==> config.mk <==
export PLATFORM = sky130hd
export DESIGN_NAME = trigger_fpga_status_config_regs
export DESIGN_NICKNAME = d
export VERILOG_FILES = /design/src/rtl/trigger_regs_pkg.sv /design/src/rtl/trigger_fpga_status_config_regs.sv
export VERILOG_INCLUDE_DIRS = /design/src /design/src/rtl
export SDC_FILE = /design/constraint.sdc
export NUM_CORES = 1
export LEC_CHECK = 0
export ABC_AREA = 0
export BUFFER_PORTS_ARGS = -buffer_cell sky130_fd_sc_hd__buf_2
export CAP_MARGIN = 20
export CORE_ASPECT_RATIO = 1.25
export CORE_MARGIN = 4
export CORE_UTILIZATION = 25
export CTS_CLUSTER_SIZE = 20
export DETAILED_ROUTE_END_ITERATION = 7
export GPL_ROUTABILITY_DRIVEN = 1
export PLACE_DENSITY = 0.42
export SYNTH_ARGS = -nofsm -noshare
export SYNTH_HDL_FRONTEND = slang
export SYNTH_SLANG_ARGS = --single-unit
==> constraint.sdc <==
create_clock -name clk -period 6.65 [get_ports clk]
set_input_delay 0.3325 -clock clk [delete_from_list [all_inputs] [get_ports clk]]
set_output_delay 0.3325 -clock clk [all_outputs]
set_load 0.01 [all_outputs]
==> src/rtl/trigger_regs_map.svh <==
`ifndef TRIGGER_REGS_MAP_SVH
`define TRIGGER_REGS_MAP_SVH

// ==================================================
// register offsets
`define OFF_LINK_STATUS_LANES  8'h00
`define OFF_LINK_FIBER_STATUS  8'h01
`define OFF_PAYLOAD_ENABLE     8'h02
`define OFF_XCVR_CONTROL       8'h03
`define OFF_DIE_TEMPERATURE    8'h04
`define OFF_CORE_VOLTAGE       8'h05
`define OFF_THRESHOLD_LOW      8'h08
`define OFF_THRESHOLD_HIGH     8'h09
`define OFF_HISTORY_LOW        8'h0a
`define OFF_HISTORY_HIGH       8'h0b
`define OFF_EDGE_CLEAR         8'h0c
`define OFF_REF_FREQUENCY      8'h0d
`define OFF_SYNC_COUNT         8'h0e
`define OFF_TRIG_ONE_COUNT     8'h0f
`define OFF_TRIG_TWO_COUNT     8'h10
`define OFF_FW_REVISION        8'h11
`define OFF_CRATE_ID           8'h12
`define OFF_COUNTER_MODE       8'h13
`define OFF_GENERAL_FOUR       8'h14
`define OFF_GENERAL_FIVE       8'h15
`define OFF_GENERAL_SIX        8'h16

// ==================================================
// field positions
`define XCVR_HISTORY_ARM       0
`define XCVR_INIT_ALL          1
`define XCVR_FIBER_RESET       2
`define XCVR_ALIGN_ENABLE      3
`define MODE_SPECTROMETER      15
`define MODE_CLEAR_ON_READ     7
`define MODE_LATCH             6

// ==================================================
// reset values
`define CFG_RESET              16'h0000

// ==================================================
// timing
`define CLK_MHZ                40
`define PULSE_MIN_NS           30
`define REF_DIVIDE             32
`define GATE_US                32
`define GATE_CYCLES            (`GATE_US * `CLK_MHZ)

`endif

==> src/rtl/trigger_regs_pkg.sv <==
`default_nettype none
package trigger_regs_pkg;

  typedef enum logic [2:0] {
    ST_IDLE   = 3'b000,
    ST_RX     = 3'b001,
    ST_RX_END = 3'b010,
    ST_ACK    = 3'b011,
    ST_TX     = 3'b100,
    ST_TX_END = 3'b101,
    ST_MACK   = 3'b110,
    ST_NEXT   = 3'b111
  } i2c_state_t;

  typedef struct packed {
    logic [5:0][1:0] lane_up;
    logic [5:0]      chan_up;
    logic            fiber_ready;
    logic            fiber_remote_up;
    logic            fiber_byte_align;
    logic            fiber_chan_align;
    logic            sum_error;
    logic            history_ready;
    logic            alignment_complete;
    logic [15:0]     die_temp;
    logic [15:0]     core_volt;
    logic [14:0]     fw_version;
    logic [31:0]     history_data;
  } link_status_t;

  typedef struct packed {
    logic [5:0]  payload_enable;
    logic        align_enable;
    logic        fiber_reset;
    logic        init_all;
    logic        history_arm;
    logic [31:0] threshold;
    logic [15:0] crate_id;
    logic        counter_mode;
    logic        clear_after_read;
    logic        latch_pulse;
    logic [3:0]  coinc_width;
    logic [15:0] general_four;
    logic [15:0] general_five;
    logic [15:0] general_six;
    logic        history_advance;
  } ctrl_t;

endpackage
`default_nettype wire

==> src/rtl/trigger_fpga_status_config_regs.sv <==
`timescale 1ns/1ps
`default_nettype none
`include "trigger_regs_map.svh"

module trigger_fpga_status_config_regs #(
  parameter logic [6:0] DEV_ADDR = 7'h2a  // arbitrary bus address
) (
  input  wire logic                          clk,
  input  wire logic                          rst,
  input  wire logic                          scl_in,
  input  wire logic                          sda_in,
  output logic                               sda_out,
  output logic                               sda_oe,
  input  wire logic                          sync_in,
  input  wire logic                          trig_one_in,
  input  wire logic                          trig_two_in,
  input  wire logic                          ref_clk_div_in,
  input  wire trigger_regs_pkg::link_status_t status,
  output trigger_regs_pkg::ctrl_t            ctrl
);

  // ==================================================
  // input synchronisers
  logic [2:0] scl_sr;
  logic [2:0] sda_sr;
  logic [2:0] ref_sr;
  logic [2:0] dist_s1;
  logic [2:0] dist_s2;
  logic [2:0] dist_s3;

  always_ff @(posedge clk) begin
    scl_sr  <= {scl_sr[1:0], scl_in};
    sda_sr  <= {sda_sr[1:0], sda_in};
    ref_sr  <= {ref_sr[1:0], ref_clk_div_in};
    dist_s1 <= {trig_two_in, trig_one_in, sync_in};
    dist_s2 <= dist_s1;
    dist_s3 <= dist_s2;
  end

  // bit 0 of each chain is the metastable stage, read only by bit 1
  wire scl_rise  = scl_sr[1] & ~scl_sr[2];
  wire scl_fall  = ~scl_sr[1] & scl_sr[2];
  wire scl_high  = scl_sr[1] & scl_sr[2];
  wire bus_start = scl_high & sda_sr[2] & ~sda_sr[1];
  wire bus_stop  = scl_high & ~sda_sr[2] & sda_sr[1];
  wire ref_rise  = ref_sr[1] & ~ref_sr[2];
  // pulses of 30 ns are only just over one 25 ns period
  wire [2:0] dist_rise = dist_s2 & ~dist_s3;

  // ==================================================
  // serial register port
  trigger_regs_pkg::i2c_state_t st_r;
  logic [2:0]  bitc_r;
  logic [1:0]  byte_idx_r;
  logic        rw_r;
  logic [7:0]  sh_r;
  logic [7:0]  ptr_r;
  logic [7:0]  wr_hi_r;
  logic [15:0] tx_sr_r;
  logic        lo_half_r;
  logic        drive_r;
  logic [15:0] rd_data;

  wire [7:0] rx_byte   = {sh_r[6:0], sda_sr[1]};
  wire       rx_last   = (st_r == trigger_regs_pkg::ST_RX) & scl_rise &
                         (bitc_r == 3'h7);
  wire       addr_miss = (byte_idx_r == 2'h0) & (rx_byte[7:1] != DEV_ADDR);
  wire       wr_stb    = rx_last & (byte_idx_r == 2'h3);
  wire [15:0] wr_data  = {wr_hi_r, rx_byte};
  // a word counts as read once its low byte has gone out
  wire       rd_done   = (st_r == trigger_regs_pkg::ST_MACK) & scl_rise &
                         lo_half_r;

  always_ff @(posedge clk) begin
    if (rst) begin
      st_r       <= trigger_regs_pkg::ST_IDLE;
      bitc_r     <= 3'h0;
      byte_idx_r <= 2'h0;
      rw_r       <= 1'b0;
      sh_r       <= 8'h00;
      ptr_r      <= 8'h00;
      wr_hi_r    <= 8'h00;
      tx_sr_r    <= 16'h0000;
      lo_half_r  <= 1'b0;
      drive_r    <= 1'b0;
    end else if (bus_start) begin
      st_r       <= trigger_regs_pkg::ST_RX;
      bitc_r     <= 3'h0;
      byte_idx_r <= 2'h0;
      drive_r    <= 1'b0;
    end else if (bus_stop) begin
      st_r    <= trigger_regs_pkg::ST_IDLE;
      drive_r <= 1'b0;
    end else begin
      case (st_r)
        trigger_regs_pkg::ST_RX: begin
          if (scl_rise) begin
            sh_r   <= rx_byte;
            bitc_r <= bitc_r + 3'h1;
          end
          if (rx_last) begin
            st_r <= addr_miss ? trigger_regs_pkg::ST_IDLE
                              : trigger_regs_pkg::ST_RX_END;
            case (byte_idx_r)
              2'h0: begin
                rw_r       <= rx_byte[0];
                byte_idx_r <= 2'h1;
              end
              2'h1: begin
                ptr_r      <= rx_byte;
                byte_idx_r <= 2'h2;
              end
              2'h2: begin
                wr_hi_r    <= rx_byte;
                byte_idx_r <= 2'h3;
              end
              default: begin
                ptr_r      <= ptr_r + 8'h01;
                byte_idx_r <= 2'h2;
              end
            endcase
          end
        end
        trigger_regs_pkg::ST_RX_END: begin
          if (scl_fall) begin
            drive_r <= 1'b1;
            st_r    <= trigger_regs_pkg::ST_ACK;
          end
        end
        trigger_regs_pkg::ST_ACK: begin
          if (scl_fall) begin
            bitc_r <= 3'h0;
            if (rw_r) begin
              tx_sr_r   <= rd_data;
              drive_r   <= ~rd_data[15];
              lo_half_r <= 1'b0;
              st_r      <= trigger_regs_pkg::ST_TX;
            end else begin
              drive_r <= 1'b0;
              st_r    <= trigger_regs_pkg::ST_RX;
            end
          end
        end
        trigger_regs_pkg::ST_TX: begin
          if (scl_rise) begin
            bitc_r <= bitc_r + 3'h1;
            if (bitc_r == 3'h7) begin
              st_r <= trigger_regs_pkg::ST_TX_END;
            end
          end
          if (scl_fall) begin
            tx_sr_r <= {tx_sr_r[14:0], 1'b0};
            drive_r <= ~tx_sr_r[14];
          end
        end
        trigger_regs_pkg::ST_TX_END: begin
          if (scl_fall) begin
            tx_sr_r <= {tx_sr_r[14:0], 1'b0};
            drive_r <= 1'b0;
            st_r    <= trigger_regs_pkg::ST_MACK;
          end
        end
        trigger_regs_pkg::ST_MACK: begin
          if (scl_rise) begin
            if (lo_half_r) begin
              ptr_r <= ptr_r + 8'h01;
            end
            st_r <= sda_sr[1] ? trigger_regs_pkg::ST_IDLE
                              : trigger_regs_pkg::ST_NEXT;
          end
        end
        trigger_regs_pkg::ST_NEXT: begin
          if (scl_fall) begin
            bitc_r <= 3'h0;
            st_r   <= trigger_regs_pkg::ST_TX;
            if (lo_half_r) begin
              tx_sr_r   <= rd_data;
              drive_r   <= ~rd_data[15];
              lo_half_r <= 1'b0;
            end else begin
              drive_r   <= ~tx_sr_r[15];
              lo_half_r <= 1'b1;
            end
          end
        end
        default: begin
          st_r <= trigger_regs_pkg::ST_IDLE;
        end
      endcase
    end
  end

  // open drain: only ever pull low
  assign sda_out = 1'b0;
  assign sda_oe  = drive_r;

  // ==================================================
  // configuration registers
  logic [5:0]  payload_en_r;
  logic [3:0]  xcvr_r;
  logic [31:0] thr_r;
  logic [2:0]  edge_ctl_r;
  logic [15:0] crate_r;
  logic [15:0] mode_r;
  logic [15:0] gen4_r;
  logic [15:0] gen5_r;
  logic [15:0] gen6_r;
  logic        latch_pulse_r;
  logic        hist_adv_r;

  function automatic logic wr_hit(input logic       stb,
                                  input logic [7:0] addr,
                                  input logic [7:0] off);
    wr_hit = stb & (addr == off);
  endfunction

  wire wr_mode   = wr_hit(wr_stb, ptr_r, `OFF_COUNTER_MODE);
  wire wr_edge   = wr_hit(wr_stb, ptr_r, `OFF_EDGE_CLEAR);
  wire latch_now = wr_mode & wr_data[`MODE_LATCH] &
                   ~mode_r[`MODE_LATCH];

  always_ff @(posedge clk) begin
    if (rst) begin
      payload_en_r <= 6'h00;
      xcvr_r       <= 4'h0;
      thr_r        <= 32'h0000_0000;
      edge_ctl_r   <= 3'h0;
      crate_r      <= `CFG_RESET;
      mode_r       <= `CFG_RESET;
      gen4_r       <= `CFG_RESET;
      gen5_r       <= `CFG_RESET;
      gen6_r       <= `CFG_RESET;
    end else begin
      if (wr_hit(wr_stb, ptr_r, `OFF_PAYLOAD_ENABLE)) begin
        payload_en_r <= wr_data[5:0];
      end
      if (wr_hit(wr_stb, ptr_r, `OFF_XCVR_CONTROL)) begin
        xcvr_r <= wr_data[3:0];
      end
      if (wr_hit(wr_stb, ptr_r, `OFF_THRESHOLD_LOW)) begin
        thr_r[15:0] <= wr_data;
      end
      if (wr_hit(wr_stb, ptr_r, `OFF_THRESHOLD_HIGH)) begin
        thr_r[31:16] <= wr_data;
      end
      if (wr_edge) begin
        edge_ctl_r <= wr_data[2:0];
      end
      if (wr_hit(wr_stb, ptr_r, `OFF_CRATE_ID)) begin
        crate_r <= wr_data;
      end
      if (wr_mode) begin
        mode_r <= wr_data;
      end
      if (wr_hit(wr_stb, ptr_r, `OFF_GENERAL_FOUR)) begin
        gen4_r <= wr_data;
      end
      if (wr_hit(wr_stb, ptr_r, `OFF_GENERAL_FIVE)) begin
        gen5_r <= wr_data;
      end
      if (wr_hit(wr_stb, ptr_r, `OFF_GENERAL_SIX)) begin
        gen6_r <= wr_data;
      end
    end
  end

  always_ff @(posedge clk) begin
    if (rst) begin
      latch_pulse_r <= 1'b0;
      hist_adv_r    <= 1'b0;
    end else begin
      latch_pulse_r <= latch_now;
      hist_adv_r    <= rd_done & (ptr_r == `OFF_HISTORY_HIGH);
    end
  end

  // ==================================================
  // edge counters
  function automatic logic [15:0] count_next(input logic [15:0] cnt,
                                             input logic        clr,
                                             input logic        hit);
    // an edge in the clearing cycle is kept: it counts as the first
    count_next = clr ? {15'h0000, hit} : cnt + {15'h0000, hit};
  endfunction

  logic [2:0][15:0] cnt_r;
  logic [2:0][15:0] snap_r;
  logic [2:0]       cnt_clr;

  genvar gi;
  generate
    for (gi = 0; gi < 3; gi = gi + 1) begin : g_cnt
      assign cnt_clr[gi] = (wr_edge & wr_data[gi]) |
                           (mode_r[`MODE_CLEAR_ON_READ] & rd_done &
                            (ptr_r == `OFF_SYNC_COUNT + 8'(gi)));
      always_ff @(posedge clk) begin
        if (rst) begin
          cnt_r[gi]  <= 16'h0000;
          snap_r[gi] <= 16'h0000;
        end else begin
          cnt_r[gi] <= count_next(cnt_r[gi], cnt_clr[gi],
                                  dist_rise[gi]);
          if (latch_now) begin
            snap_r[gi] <= cnt_r[gi];
          end
        end
      end
    end
  endgenerate

  // counter mode reads the latched copies so all counts agree in time
  wire [2:0][15:0] cnt_view = mode_r[`MODE_SPECTROMETER] ? snap_r : cnt_r;

  // ==================================================
  // reference clock frequency
  // the divided clock edges in a 32 us gate equal the rate in MHz
  localparam logic [10:0] GATE_LAST = 11'(`GATE_CYCLES - 1);
  logic [10:0] gate_r;
  logic [7:0]  ref_cnt_r;
  logic [7:0]  freq_r;

  wire [7:0] ref_cnt_inc = (ref_cnt_r == 8'hff) ? ref_cnt_r
                                                : ref_cnt_r + 8'(ref_rise);

  always_ff @(posedge clk) begin
    if (rst) begin
      gate_r    <= 11'h000;
      ref_cnt_r <= 8'h00;
      freq_r    <= 8'h00;
    end else if (gate_r == GATE_LAST) begin
      gate_r    <= 11'h000;
      ref_cnt_r <= 8'h00;
      freq_r    <= ref_cnt_inc;
    end else begin
      gate_r    <= gate_r + 11'h001;
      ref_cnt_r <= ref_cnt_inc;
    end
  end

  // ==================================================
  // read selection
  wire [5:0] cu = status.chan_up;
  wire [15:0] lanes_word = {cu[1], cu[4], cu[0], cu[2],
                            status.lane_up[5], status.lane_up[3],
                            status.lane_up[1], status.lane_up[4],
                            status.lane_up[0], status.lane_up[2]};
  wire [15:0] fiber_word = {6'h00,
                            status.alignment_complete,
                            status.sum_error,
                            status.fiber_ready,
                            status.fiber_remote_up,
                            status.fiber_byte_align,
                            status.fiber_chan_align,
                            status.history_ready,
                            cu[5], &cu, cu[3]};

  always_comb begin
    case (ptr_r)
      `OFF_LINK_STATUS_LANES: rd_data = lanes_word;
      `OFF_LINK_FIBER_STATUS: rd_data = fiber_word;
      `OFF_PAYLOAD_ENABLE:    rd_data = {10'h000, payload_en_r};
      `OFF_XCVR_CONTROL:      rd_data = {12'h000, xcvr_r};
      `OFF_DIE_TEMPERATURE:   rd_data = status.die_temp;
      `OFF_CORE_VOLTAGE:      rd_data = status.core_volt;
      `OFF_THRESHOLD_LOW:     rd_data = thr_r[15:0];
      `OFF_THRESHOLD_HIGH:    rd_data = thr_r[31:16];
      `OFF_HISTORY_LOW:       rd_data = status.history_data[15:0];
      `OFF_HISTORY_HIGH:      rd_data = status.history_data[31:16];
      `OFF_EDGE_CLEAR:        rd_data = {13'h0000, edge_ctl_r};
      `OFF_REF_FREQUENCY:     rd_data = {8'h00, freq_r};
      `OFF_SYNC_COUNT:        rd_data = cnt_view[0];
      `OFF_TRIG_ONE_COUNT:    rd_data = cnt_view[1];
      `OFF_TRIG_TWO_COUNT:    rd_data = cnt_view[2];
      `OFF_FW_REVISION:       rd_data = {1'b0, status.fw_version};
      `OFF_CRATE_ID:          rd_data = crate_r;
      `OFF_COUNTER_MODE:      rd_data = mode_r;
      `OFF_GENERAL_FOUR:      rd_data = gen4_r;
      `OFF_GENERAL_FIVE:      rd_data = gen5_r;
      `OFF_GENERAL_SIX:       rd_data = gen6_r;
      default:                rd_data = 16'h0000;
    endcase
  end

  // ==================================================
  // control outputs
  assign ctrl.payload_enable   = payload_en_r;
  assign ctrl.align_enable     = xcvr_r[`XCVR_ALIGN_ENABLE];
  assign ctrl.fiber_reset      = xcvr_r[`XCVR_FIBER_RESET];
  assign ctrl.init_all         = xcvr_r[`XCVR_INIT_ALL];
  assign ctrl.history_arm      = xcvr_r[`XCVR_HISTORY_ARM];
  assign ctrl.threshold        = thr_r;
  assign ctrl.crate_id         = crate_r;
  assign ctrl.counter_mode     = mode_r[`MODE_SPECTROMETER];
  assign ctrl.clear_after_read = mode_r[`MODE_CLEAR_ON_READ];
  assign ctrl.latch_pulse      = latch_pulse_r;
  assign ctrl.coinc_width      = mode_r[3:0];
  assign ctrl.general_four     = gen4_r;
  assign ctrl.general_five     = gen5_r;
  assign ctrl.general_six      = gen6_r;
  assign ctrl.history_advance  = hist_adv_r;

endmodule

`default_nettype wire

**Yosys cells after proc, flatten, opt, wreduce, memory -nomap -nowiden**

Cells that the tools add are included.

- Flip-flop bits (word level): 318
- Output and inout bits: 116
- Input port bits: 112
- Word-level logic and storage cells: 233

- Reductions and logical operators: 29
- Multiplexer cells: 48
- Bitwise operators: 50
- Eq/ne operators: 58
- Add/sub/neg operators: 7

Operators by type and width:

| cell | number |
|---|---|
| $pmux W16 S21 | 1 |
| $mux W16 | 5 |
| $eq A8 B4 Y1 const B | 8 |
| $eq A8 B5 Y1 const B | 7 |
| $add A16 B1 Y16 | 3 |
| $mux W48 | 1 |
| $pmux W16 S3 | 1 |
| $mux W3 | 12 |
| $and A1 B1 Y1 | 34 |
| $mux W8 | 4 |
| $ne A4 B4 Y1 const B | 8 |
| $pmux W8 S2 | 2 |
| $ne A2 B2 Y1 const B | 13 |
| $reduce_and A8 Y1 | 3 |
| $pmux W3 S7 | 1 |
| $reduce_and A6 Y1 | 3 |
| $reduce_or A2 Y1 | 9 |
| $eq A8 B2 Y1 const B | 2 |
| $eq A8 B3 Y1 const B | 2 |
| $mux W1 | 16 |
| $eq A3 B3 Y1 const B | 5 |
| $add A11 B1 Y11 const B | 1 |
| $eq A11 B11 Y1 const B | 1 |
| $not A1 Y1 | 11 |
| 29 further kinds | 39 |

**Longest topological paths before layout**

Gate-level depths: netlist (run 1).

- Depth after elaboration: 9
- Depth in mapped cells: 10
- Depth with buffers taken out: 8

**Worst setup path after synthesis (run 1)**

No wires, ideal clock.

- Path kind: flip-flop to flip-flop
- Start point: register ptr_r[0]
- End point: register tx_sr_r[7]
- Stages on the path, launching flop included: 10
- Setup slack: 4.351 ns
- Setup time: 0.145 ns
- Arrival time: 2.154 ns
- Path buffers: 1
- Path through: dfxtp_1 -> inv_1 -> ha_1 -> or3b_2 -> clkbuf_1 -> nor2_1 -> a32o_1 -> or4_1 -> nor4_1 -> a2111oi_2

- Longest elaborated chain between the ends: 5
- Elaborated cells between the ends (all ways): 27
- Classes of those cells: 20 x eq/ne; 6 x mux; 1 x reduce/logical

RTL lines:

| element | RTL line | source |
|---|---|---|
| from (decl) | trigger_fpga_status_config_regs.sv:57 | `logic [7:0] ptr_r;` |
| from (signal assigned) | trigger_fpga_status_config_regs.sv:110 | `ptr_r <= rx_byte;` |
| from (signal assigned) | trigger_fpga_status_config_regs.sv:118 | `ptr_r <= ptr_r + 8'h01;` |
| from (signal assigned) | trigger_fpga_status_config_regs.sv:166 | `ptr_r <= ptr_r + 8'h01;` |
| $eq A8 B5 Y1, or another cell as far along | trigger_fpga_status_config_regs.sv:358 | `case (ptr_r)` |
| $pmux W16 S21 * | trigger_fpga_status_config_regs.sv:358 |  |
| $mux W16, on equally long branches | trigger_fpga_status_config_regs.sv:176, trigger_fpga_status_config_regs.sv:133 |  |
| $mux W16, on equally long branches | trigger_fpga_status_config_regs.sv:173, trigger_fpga_status_config_regs.sv:131 |  |
| $pmux W16 S3 * | trigger_fpga_status_config_regs.sv:95 | `case (st_r)` |
| to (signal assigned) | trigger_fpga_status_config_regs.sv:134 | `tx_sr_r <= rd_data;` |
| to (signal assigned) | trigger_fpga_status_config_regs.sv:158 | `tx_sr_r <= {tx_sr_r[14:0], 1'b0};` |
| to (signal assigned) | trigger_fpga_status_config_regs.sv:177 | `tx_sr_r <= rd_data;` |
| to (decl) | trigger_fpga_status_config_regs.sv:59 | `logic [15:0] tx_sr_r;` |

Every way passes the cells marked *; elsewhere a longest branch is shown, timed or not. The select of a mux whose other input is x is not followed.
A chain may end at the register's enable or synchronous reset.

**Final worst setup path (run 1)**

- Start point: register ptr_r[0]
- End point: register tx_sr_r[12]

Same word-level chain as after synthesis.

==> results of run 1 <==
-- critical path, delay by kind of cell (launching register included) --
family / cells / cell delay (ns)
buffers and inverters: 2 / 0.54
AO/OA/AOI/OAI: 3 / 0.73
flip-flops: 1 / 0.38
adder cells (fa/ha/maj): 1 / 0.62
AND/OR/NAND/NOR: 3 / 1.34
-- cells in the mapped netlist (8+ instances only) --
master | instances | share of area
nand2_1 | 387 | 0.095
and3_1 | 19 | 0.0078
o22ai_1 | 15 | 0.0061
xor2_1 | 30 | 0.017
a221o_1 | 8 | 0.0052
a31oi_1 | 10 | 0.0041
buf_2 | 34 | 0.011
nand2b_1 | 10 | 0.0041
ha_1 | 15 | 0.012
a222oi_1 | 13 | 0.0085
buf_4 | 18 | 0.0088
inv_1 | 15 | 0.0037
nand4_1 | 12 | 0.0049
a22o_1 | 19 | 0.011
o21ai_0 | 32 | 0.010
xnor2_1 | 25 | 0.014
clkbuf_1 | 87 | 0.021
nor2b_1 | 14 | 0.0057
nor4_1 | 11 | 0.0045
mux2i_1 | 77 | 0.050
a32o_1 | 8 | 0.0052
nand3_1 | 44 | 0.014
nand3b_1 | 9 | 0.0044
nor2_1 | 200 | 0.049
a22oi_1 | 57 | 0.028
a211oi_1 | 19 | 0.0093
dfxtp_1 | 318 | 0.42
nor3_1 | 12 | 0.0039
a221oi_1 | 11 | 0.0063
a21oi_1 | 199 | 0.065
a2111oi_0 | 9 | 0.0051
mux2_2 | 10 | 0.0073
-- cells in the final DEF (no fill, tap or decap), drive strengths merged, types with 14 or more instances in the layout --
| master | netlist | layout |
|---|---|---|
| a211oi | 19 | 19 |
| a21oi | 199 | 199 |
| a22o | 19 | 19 |
| a22oi | 57 | 57 |
| and3 | 19 | 19 |
| buf | 63 | 255 |
| clkbuf | 89 | 51 |
| dfxtp | 318 | 318 |
| ha | 15 | 15 |
| inv | 15 | 17 |
| mux2i | 77 | 77 |
| nand2 | 388 | 388 |
| nand3 | 44 | 44 |
| nor2 | 206 | 206 |
| nor2b | 14 | 14 |
| nor3 | 21 | 21 |
| o21ai | 34 | 34 |
| o22ai | 15 | 15 |
| xnor2 | 25 | 25 |
| xor2 | 30 | 30 |
-- how the worst max path moves through the flow --
| stage | start | to | slack [ns] | cells after the start |
|---|---|---|---|---|
| 2_1_floorplan | ptr_r[0]$_SDFFE_PP0P_ | tx_sr_r[7]$_SDFFE_PP0P_ | 4.35 | 9 |
| 3_3_place_gp | ptr_r[4]$_SDFFE_PP0P_ | gen6_r[14]$_SDFFE_PP0P_ | 3.07 | 6 |
| 3_5_place_dp | ptr_r[4]$_SDFFE_PP0P_ | gen6_r[6]$_SDFFE_PP0P_ | 2.98 | 6 |
| 4_1_cts | ptr_r[4]$_SDFFE_PP0P_ | gen6_r[6]$_SDFFE_PP0P_ | 2.97 | 6 |
| 5_1_grt | ptr_r[4]$_SDFFE_PP0P_ | gen6_r[5]$_SDFFE_PP0P_ | 2.77 | 6 |
| 6_report | ptr_r[0]$_SDFFE_PP0P_ | tx_sr_r[12]$_SDFFE_PP0P_ | 2.88 | 9 |
-- sequential cells by signal (all words and copies together), names as in the netlist, 11 cells and up --
register	count
gen6_r	16
gen5_r	16
crate_r	16
thr_r	32
cnt_r	48
mode_r	16
tx_sr_r	16
snap_r	48
gate_r	11
gen4_r	16
-- routing by layer --
metal  GRT usage  part of all wire  up-vias
met4       0.103             0.054        0
met3      0.0306             0.062      132
met5           0                 0        -
met1       0.281              0.42     7371
li1            -                 -     6937
met2       0.358              0.47      664
-- power by group --
part	switching (uW)	total, uW	internal, uW
Combinational	95.7	142	46.8
Clock	872	2110	1240
Sequential	8.06	1920	1920
-- stage by stage --
stage,hold WS [ns],setup slack [ns],utilization,instances
after floorplan,0.310,4.35,-,1885
after global placement,0.314,3.07,0.280,2813
after detailed placement,0.315,2.98,0.280,2813
after CTS,0.214,2.97,0.302,2884
after global routing,0.218,2.77,0.302,2884
final,0.228,2.88,0.302,2884
-- timing repair --
action	in CTS	in global routing
hold endpoints to repair	6	0
hold buffers	6	0
buffers inserted	0	0
-- area by class of cell --
type | instances | share of cell area
clock buffers | 50 | 0.0599
clock inverters | 15 | 0.00723
inverters | 15 | 0.00307
multi-input cells | 1400 | 0.448
flip-flops and latches | 318 | 0.347
well taps | 824 | 0.0562
repair buffers | 262 | 0.0784
-- cells by family after synthesis --
kind of cell	synth area share
fa+ha+maj	0.0122
other cells	0.000245
xor+xnor	0.0314
compound gates	0.195
simple gates	0.237
buf+inv	0.0512
flops	0.415
mux	0.0576
==> impl_metrics.yaml, run 1 <==
logic_synthesis:
  async_flop_share: 0
  yosys_register_bits: 318
  synth_ff_type: "dfxtp_1"
  syn_area_um2: 15300
  synth_nets: 2012
  syn-instance-count: 1885
  synth.distinct_cells: 83
  synth_seq_area_share: 0.415
  synth_edf_count: 0
  yosys_warnings: 0
  synth_area_per_cell_um2: 8.14
setup_path:
  r2r_start: "ptr_r[0]$_SDFFE_PP0P_"
  critical_path.cell_chain: "inv_1 -> ha_2 -> buf_4 -> or3b_2 -> nor2_1 -> a22o_1 -> a211o_1 -> nor4_1 -> a2111oi_2"
  reg2reg_slack_ns: 2.88
  rr_worst_depth: 9
  worstPathArrival_ns: 4.20
  crit_path_end_kind: "register"
  slowest_delay_ns: 0.73
  path_max_fanout: 23
  worstSetupStartpointType: "register"
  crit_slowest_cell: "nor2_1"
  crit_type: "register to register"
  timing.rr.end: "tx_sr_r[12]$_SDFFE_PP0P_"
  crit_required_ns: 7.07
min_path:
  worstHoldStart: "status[18]"
  hold_path.class: "input port to register"
  hold_depth: 3
  min_to: "tx_sr_r[2]$_SDFFE_PP0P_"
sta:
  finalMaxSlewViolations: 0
  worstMarginPinSlew_ns: 1.22
  finalSetupViolations: 0
  fin_crit_ns: 3.77
  clock_skew_ns: 0.0152
  hold_viol: 0
  tns_ns: 0
  slew_headroom: 0.190
  fmax_mhz: 265
  min_period_over_period: 0.567
  rsz0062_at_grt: "no"
place:
  place_congestion: 0.965
  placed_area_um2: 17000
  portBuffers: 226
  dp_hpwl_um: 55100
global_routing:
  grt_max_degree: 188
  grt_pass1_vias: 14500
  gr-total-overflow: 0
  grt_pass1_wl_um: 106000
  track_usage: 0.217
  antenna_found_initial: 1
detailed_routing:
  firstDrtPassIters: 6
  viasPerCell: 5.24
  drt-total-wl_um: 74500
  post-route-drc-count: 0
  drt_iter0_markers: 1445
  ant_nets: 0
  via_count: 15100
  wl_per_cell_um: 25.8
floorplanning:
  die_y_um: 285
  ios: 228
  start_util: 0.252
  core_um2: 60800
  die_w_um: 230
  die_area_um2: 65400
  rows: 101
cts:
  clock_sinks: 318
  cts_resized: 0
  path_clk_slew_ns: 0.06
  clockRootBuffer: "clkbuf_16"
  htree_levels: 2
  clk_latency_ns: 0.54
  cts_tree: "built"
  cts-buffers-inserted: 37
  clk_path_buf_depth: 3
job:
  cap_violations: 0
cells_and_area:
  finalInstanceArea_um2: 18300
  multiInputGateArea_um2: 8210
  syn_to_final_growth_pct: 19.6
  nNetsFinal: 2161
  drive_above_1_share: 0.184
  regArea_um2: 6370
  diodes: 0
  fillers: 6556
power_and_ir_drop:
  power.density_nw_per_um2: 228
  finalPower_uw: 4170
  ir_worst_vdd_mv: 0.129
  leakagePower_uw: 0.00657
outcome:
  status: "finished clean"
Note: power is estimated with default switching activity, not from simulation.
==> run 2, diff against run 1 <==
--- a/config.mk
+++ b/config.mk
@@ -15,7 +15,7 @@
 export CTS_CLUSTER_SIZE = 20
 export DETAILED_ROUTE_END_ITERATION = 7
 export GPL_ROUTABILITY_DRIVEN = 1
-export PLACE_DENSITY = 0.42
+export PLACE_DENSITY = 0.44
 export SYNTH_ARGS = -nofsm -noshare
 export SYNTH_HDL_FRONTEND = slang
 export SYNTH_SLANG_ARGS = --single-unit
==> constraint.sdc (replaced) <==
create_clock -name clk -period 3.4 [get_ports clk]
set_input_delay 0.17 -clock clk [delete_from_list [all_inputs] [get_ports clk]]
set_output_delay 0.17 -clock clk [all_outputs]
set_load 0.01 [all_outputs]
==> run 2 against run 1 <==
Effect of this change: clock power increased by 110%; worst setup slack worse by 2.6 ns; first-iteration DRC count grew 5.8%; sequential share of layout area is 0.99 points lower; largest cell class unchanged; highest routed layer unchanged; critical path type unchanged; final cell count grew 2.1%; non-clock buffer count increased by 57; maximum frequency rose by 22%; cell area rose by 2.9%.
==> impl_metrics.yaml, run 2 (same netlist as run 1, synthesis figures left out) <==
setup_path:
  crit_required_ns: 3.84
  critical_path.cell_chain: "ha_2 -> or3b_2 -> a21oi_1 -> nor4_2 -> nand2_1 -> o21ai_0 -> a2111oi_2"
  slowest_delay_ns: 0.66
  worstPathArrival_ns: 3.53
  crit_slowest_cell: "or3b_2"
  r2r_start: "ptr_r[0]$_SDFFE_PP0P_"
  worstSetupStartpoint: "ptr_r[0]$_SDFFE_PP0P_"
  worstSetupStartpointType: "register"
  crit_path_end_kind: "register"
  crit_type: "register to register"
  path_max_fanout: 14
cts:
  clk_path_buf_depth: 3
  cts-hold-fix-buffers: 7
  cts_setup_buffers: 0
  htree_levels: 2
  clockRootBuffer: "clkbuf_16"
  cts_tree: "built"
  clock_sinks: 318
  clk_latency_ns: 0.57
  cts-buffers-inserted: 38
  cts_resized: 0
  path_clk_slew_ns: 0.06
sta:
  hold_viol: 0
  slew_headroom: 0.381
  rsz0062_at_grt: "no"
  clock_skew_ns: 0.0378
  min_period_over_period: 0.909
  finalMaxSlewViolations: 0
  tns_ns: 0
  worstMarginPinSlew_ns: 0.921
  fin_crit_ns: 3.09
  finalSetupViolations: 0
  fmax_mhz: 324
floorplanning:
  die_w_um: 230
  core_um2: 60800
  ios: 228
  die_y_um: 285
  rows: 101
  start_util: 0.252
  die_area_um2: 65400
power_and_ir_drop:
  power.density_nw_per_um2: 447
  finalPower_uw: 8430
  leakagePower_uw: 0.00687
  ir_worst_vdd_mv: 0.311
cells_and_area:
  nNetsFinal: 2219
  final_common_cell: "nand2_1"
  diodes: 0
  fillers: 6561
  final_cell_mix: "nand2_1 (387), dfxtp_1 (317), buf_2 (225)"
  drive_above_1_share: 0.208
  reg.largest.list: "cnt_r (48), snap_r (48), thr_r (32)"
  syn_to_final_growth_pct: 23.1
place:
  place_congestion: 0.978
  dp_hpwl_um: 58300
  portBuffers: 226
detailed_routing:
  via_count: 15400
  post-route-drc-count: 0
  drt-total-wl_um: 76100
  wl_per_cell_um: 25.8
  drt_iter0_markers: 1529
  firstDrtPassIters: 6
  viasPerCell: 5.22
  ant_nets: 0
min_path:
  worstHoldStart: "status[68]"
  hold_path.class: "input port to register"
global_routing:
  antenna_found_initial: 0
  track_usage: 0.223
  grt_pass1_wl_um: 108000
  grt_max_degree: 97
  gr-total-overflow: 0
  grt_pass1_vias: 14800
job:
  cap_violations: 0
outcome:
  status: "finished clean"
[run 2: final cells by class]
| type | count | area [um^2] | area share |
|---|---|---|---|
| multi-input combinational | 1400 | 8220 | 0.435 |
| sequential | 318 | 6370 | 0.337 |
| timing repair buffer | 319 | 1880 | 0.0996 |
| clock buffer | 48 | 1080 | 0.0572 |
| tap | 824 | 1030 | 0.0546 |
| clock inverter | 20 | 240 | 0.0127 |
| inverter | 15 | 56.3 | 0.00298 |
[run 2: routing by layer]
layer  up-vias  routed length (um)  GRT usage
met3       141                4210     0.0294
met1      7505               32000      0.288
met5         -                   0          0
met2       669               36100      0.374
met4         0                3780     0.0954
li1       7055                   -          -
[run 2: where the power goes]
group | switching (uW) | internal (uW)
Clock | 1750 | 2630
Sequential | 14.7 | 3750
Combinational | 184 | 96.2
Total | 1950 | 6480
[run 2: worst paths after layout]
check,to,slack [ns],cells past startpoint
min,tx_sr_r[5]$_SDFFE_PP0P_,0.04,3
max reg2reg,tx_sr_r[7]$_SDFFE_PP0P_,0.31,7
min reg2reg,scl_sr[1]$_DFF_P_,0.33,0
max,tx_sr_r[7]$_SDFFE_PP0P_,0.31,7
[run 2: critical path, delay by kind of cell, from the launching register on]
| kind | cells | cell delay [ns] |
|---|---|---|
| and+or+nand+nor | 3 | 1.16 |
| AOI/OAI and AO/OA | 3 | 0.83 |
| adders and majority gates | 1 | 0.51 |
| DFF | 1 | 0.46 |
[run 2: per-stage QoR]
step / util / hold slack (ns) / setup WS, ns / cell area [um^2] / instances
after floorplan: - / 0.198 / 1.10 / 15300 / 1885
after global placement: 0.288 / 0.276 / 0.342 / 17500 / 2869
after detailed placement: 0.288 / 0.276 / 0.333 / 17500 / 2869
after CTS: 0.310 / 0.0230 / 0.319 / 18900 / 2944
after global routing: 0.310 / 0.0388 / 0.150 / 18900 / 2944
final: 0.310 / 0.0376 / 0.309 / 18900 / 2944
==> run 3, diff against run 2 <==
--- a/config.mk
+++ b/config.mk
@@ -15,6 +15,7 @@
 export CTS_CLUSTER_SIZE = 20
 export DETAILED_ROUTE_END_ITERATION = 7
 export GPL_ROUTABILITY_DRIVEN = 1
+export HOLD_SLACK_MARGIN = 0.08
 export PLACE_DENSITY = 0.44
 export SYNTH_ARGS = -nofsm -noshare
 export SYNTH_HDL_FRONTEND = slang
==> run 3 against run 2 <==
Effect of this change: critical path depth unchanged; flip-flop and latch count unchanged; highest routed layer unchanged; combinational power about the same; die area unchanged; non-clock buffer count up 4; utilization up 0.066 points; final cell count up 0.14%; cell area up 0.21%; clock power about the same.
==> impl_metrics.yaml, run 3 (same netlist as run 1, synthesis figures left out) <==
outcome:
  status: "finished clean"
place:
  dp_hpwl_um: 58300
  place_congestion: 0.978
  portBuffers: 226
floorplanning:
  ios: 228
  die_y_um: 285
  core_um2: 60800
  die_area_um2: 65400
  die_w_um: 230
  rows: 101
  start_util: 0.252
cells_and_area:
  final_cell_mix: "nand2_1 (387), dfxtp_1 (317), buf_2 (225)"
  drive_above_1_share: 0.208
  final_common_cell: "nand2_1"
  diodes: 0
  fillers: 6558
  reg.largest.list: "cnt_r (48), snap_r (48), thr_r (32)"
  nNetsFinal: 2223
  syn_to_final_growth_pct: 23.3
  multiInputGateArea_um2: 8220
  regArea_um2: 6370
cts:
  clock_sinks: 318
  cts_tree: "built"
  clk_latency_ns: 0.58
  clockRootBuffer: "clkbuf_16"
  htree_levels: 2
  cts_resized: 0
  path_clk_slew_ns: 0.06
  clk_path_buf_depth: 3
  cts-buffers-inserted: 38
power_and_ir_drop:
  ir_worst_vdd_mv: 0.310
  power.density_nw_per_um2: 446
  finalPower_uw: 8430
  leakagePower_uw: 0.00689
global_routing:
  grt_pass1_vias: 14800
  grt_max_degree: 97
  grt_pass1_wl_um: 108000
  track_usage: 0.223
  antenna_found_initial: 0
  gr-total-overflow: 0
setup_path:
  crit_path_end_kind: "register"
  crit_required_ns: 3.84
  crit_slowest_cell: "or3b_2"
  slowest_delay_ns: 0.65
  path_max_fanout: 14
  worstPathArrival_ns: 3.53
  crit_type: "register to register"
  critical_path.cell_chain: "ha_2 -> or3b_2 -> a21oi_1 -> nor4_2 -> nand2_1 -> o21ai_0 -> a2111oi_2"
  worstSetupStartpointType: "register"
sta:
  fmax_mhz: 324
  min_period_over_period: 0.909
  worstMarginPinSlew_ns: 0.943
  tns_ns: 0
  slew_headroom: 0.366
  clock_skew_ns: 0.0373
  fin_crit_ns: 3.09
  finalSetupViolations: 0
  rsz0062_at_grt: "no"
  finalMaxSlewViolations: 0
  hold_viol: 0
job:
  cap_violations: 0
detailed_routing:
  via_count: 15400
  wl_per_cell_um: 25.8
  viasPerCell: 5.22
  firstDrtPassIters: 6
  ant_nets: 0
  post-route-drc-count: 0
  drt-total-wl_um: 76100
  drt_iter0_markers: 1330
min_path:
  hold_path.class: "input port to register"
run 3: cell count changes in the layout (fill, tap and decap cells not counted), sizes merged:
cell         before  now
dlygate4sd3       7   11
run 3: worst paths after layout:
path,start,end,slack [ns],cells past startpoint
max,ptr_r[0]$_SDFFE_PP0P_,tx_sr_r[7]$_SDFFE_PP0P_,0.31,7
min,status[66],tx_sr_r[3]$_SDFFE_PP0P_,0.13,3
max reg2reg,ptr_r[0]$_SDFFE_PP0P_,tx_sr_r[7]$_SDFFE_PP0P_,0.31,7
min reg2reg,scl_sr[0]$_DFF_P_,scl_sr[1]$_DFF_P_,0.33,0
run 3: area by class of cell:
type	instances	share of cell area
repair buffers	323	0.102
inverters	15	0.00298
clock inverters	20	0.0127
flip-flops and latches	318	0.337
clock buffers	48	0.0571
well taps	824	0.0545
multi-input cells	1400	0.434
run 3: what timing repair did:
| action | in CTS | in global routing |
|---|---|---|
| hold buffers | 11 | 0 |
| endpoints found under the setup margin | 0 | 0 |
| hold endpoints to repair | 10 | 0 |
| setup buffers | 0 | 0 |
run 3: stage by stage:
stage	hold WS [ns]	cell area (um^2)	cells	worst slack (ns)	utilization
after floorplan	0.198	15300	1885	1.10	-
after global placement	0.276	17500	2869	0.342	0.288
after detailed placement	0.276	17500	2869	0.333	0.288
after CTS	0.113	18900	2948	0.319	0.311
after global routing	0.150	18900	2948	0.151	0.311
final	0.133	18900	2948	0.310	0.311
run 3: worst max-delay path: cells and delay by family (launching register included):
kind	cells	cell delay, ns
AOI/OAI and AO/OA	3	0.82
adders and majority gates	1	0.51
DFF	1	0.46
and+or+nand+nor	3	1.15
run 3: where the power goes:
| part | internal [uW] | leakage [uW] | switching [uW] |
|---|---|---|---|
| logic | 99.2 | 0.00366 | 184 |
| clock network | 2630 | 0.000653 | 1760 |
| registers | 3750 | 0.00257 | 14.5 |
| total | 6480 | 0.00689 | 1950 |
run 3: metal layers:
layer  routed length, um  vias to the layer above  global-route usage  share of wire
li1                    -                     7058                   -              -
met1               32000                     7488               0.289           0.42
met2               35900                      692               0.374           0.47
met3                4460                      143              0.0294          0.059
met4                3850                        0              0.0959          0.051
met5                   0                        -                   0              0
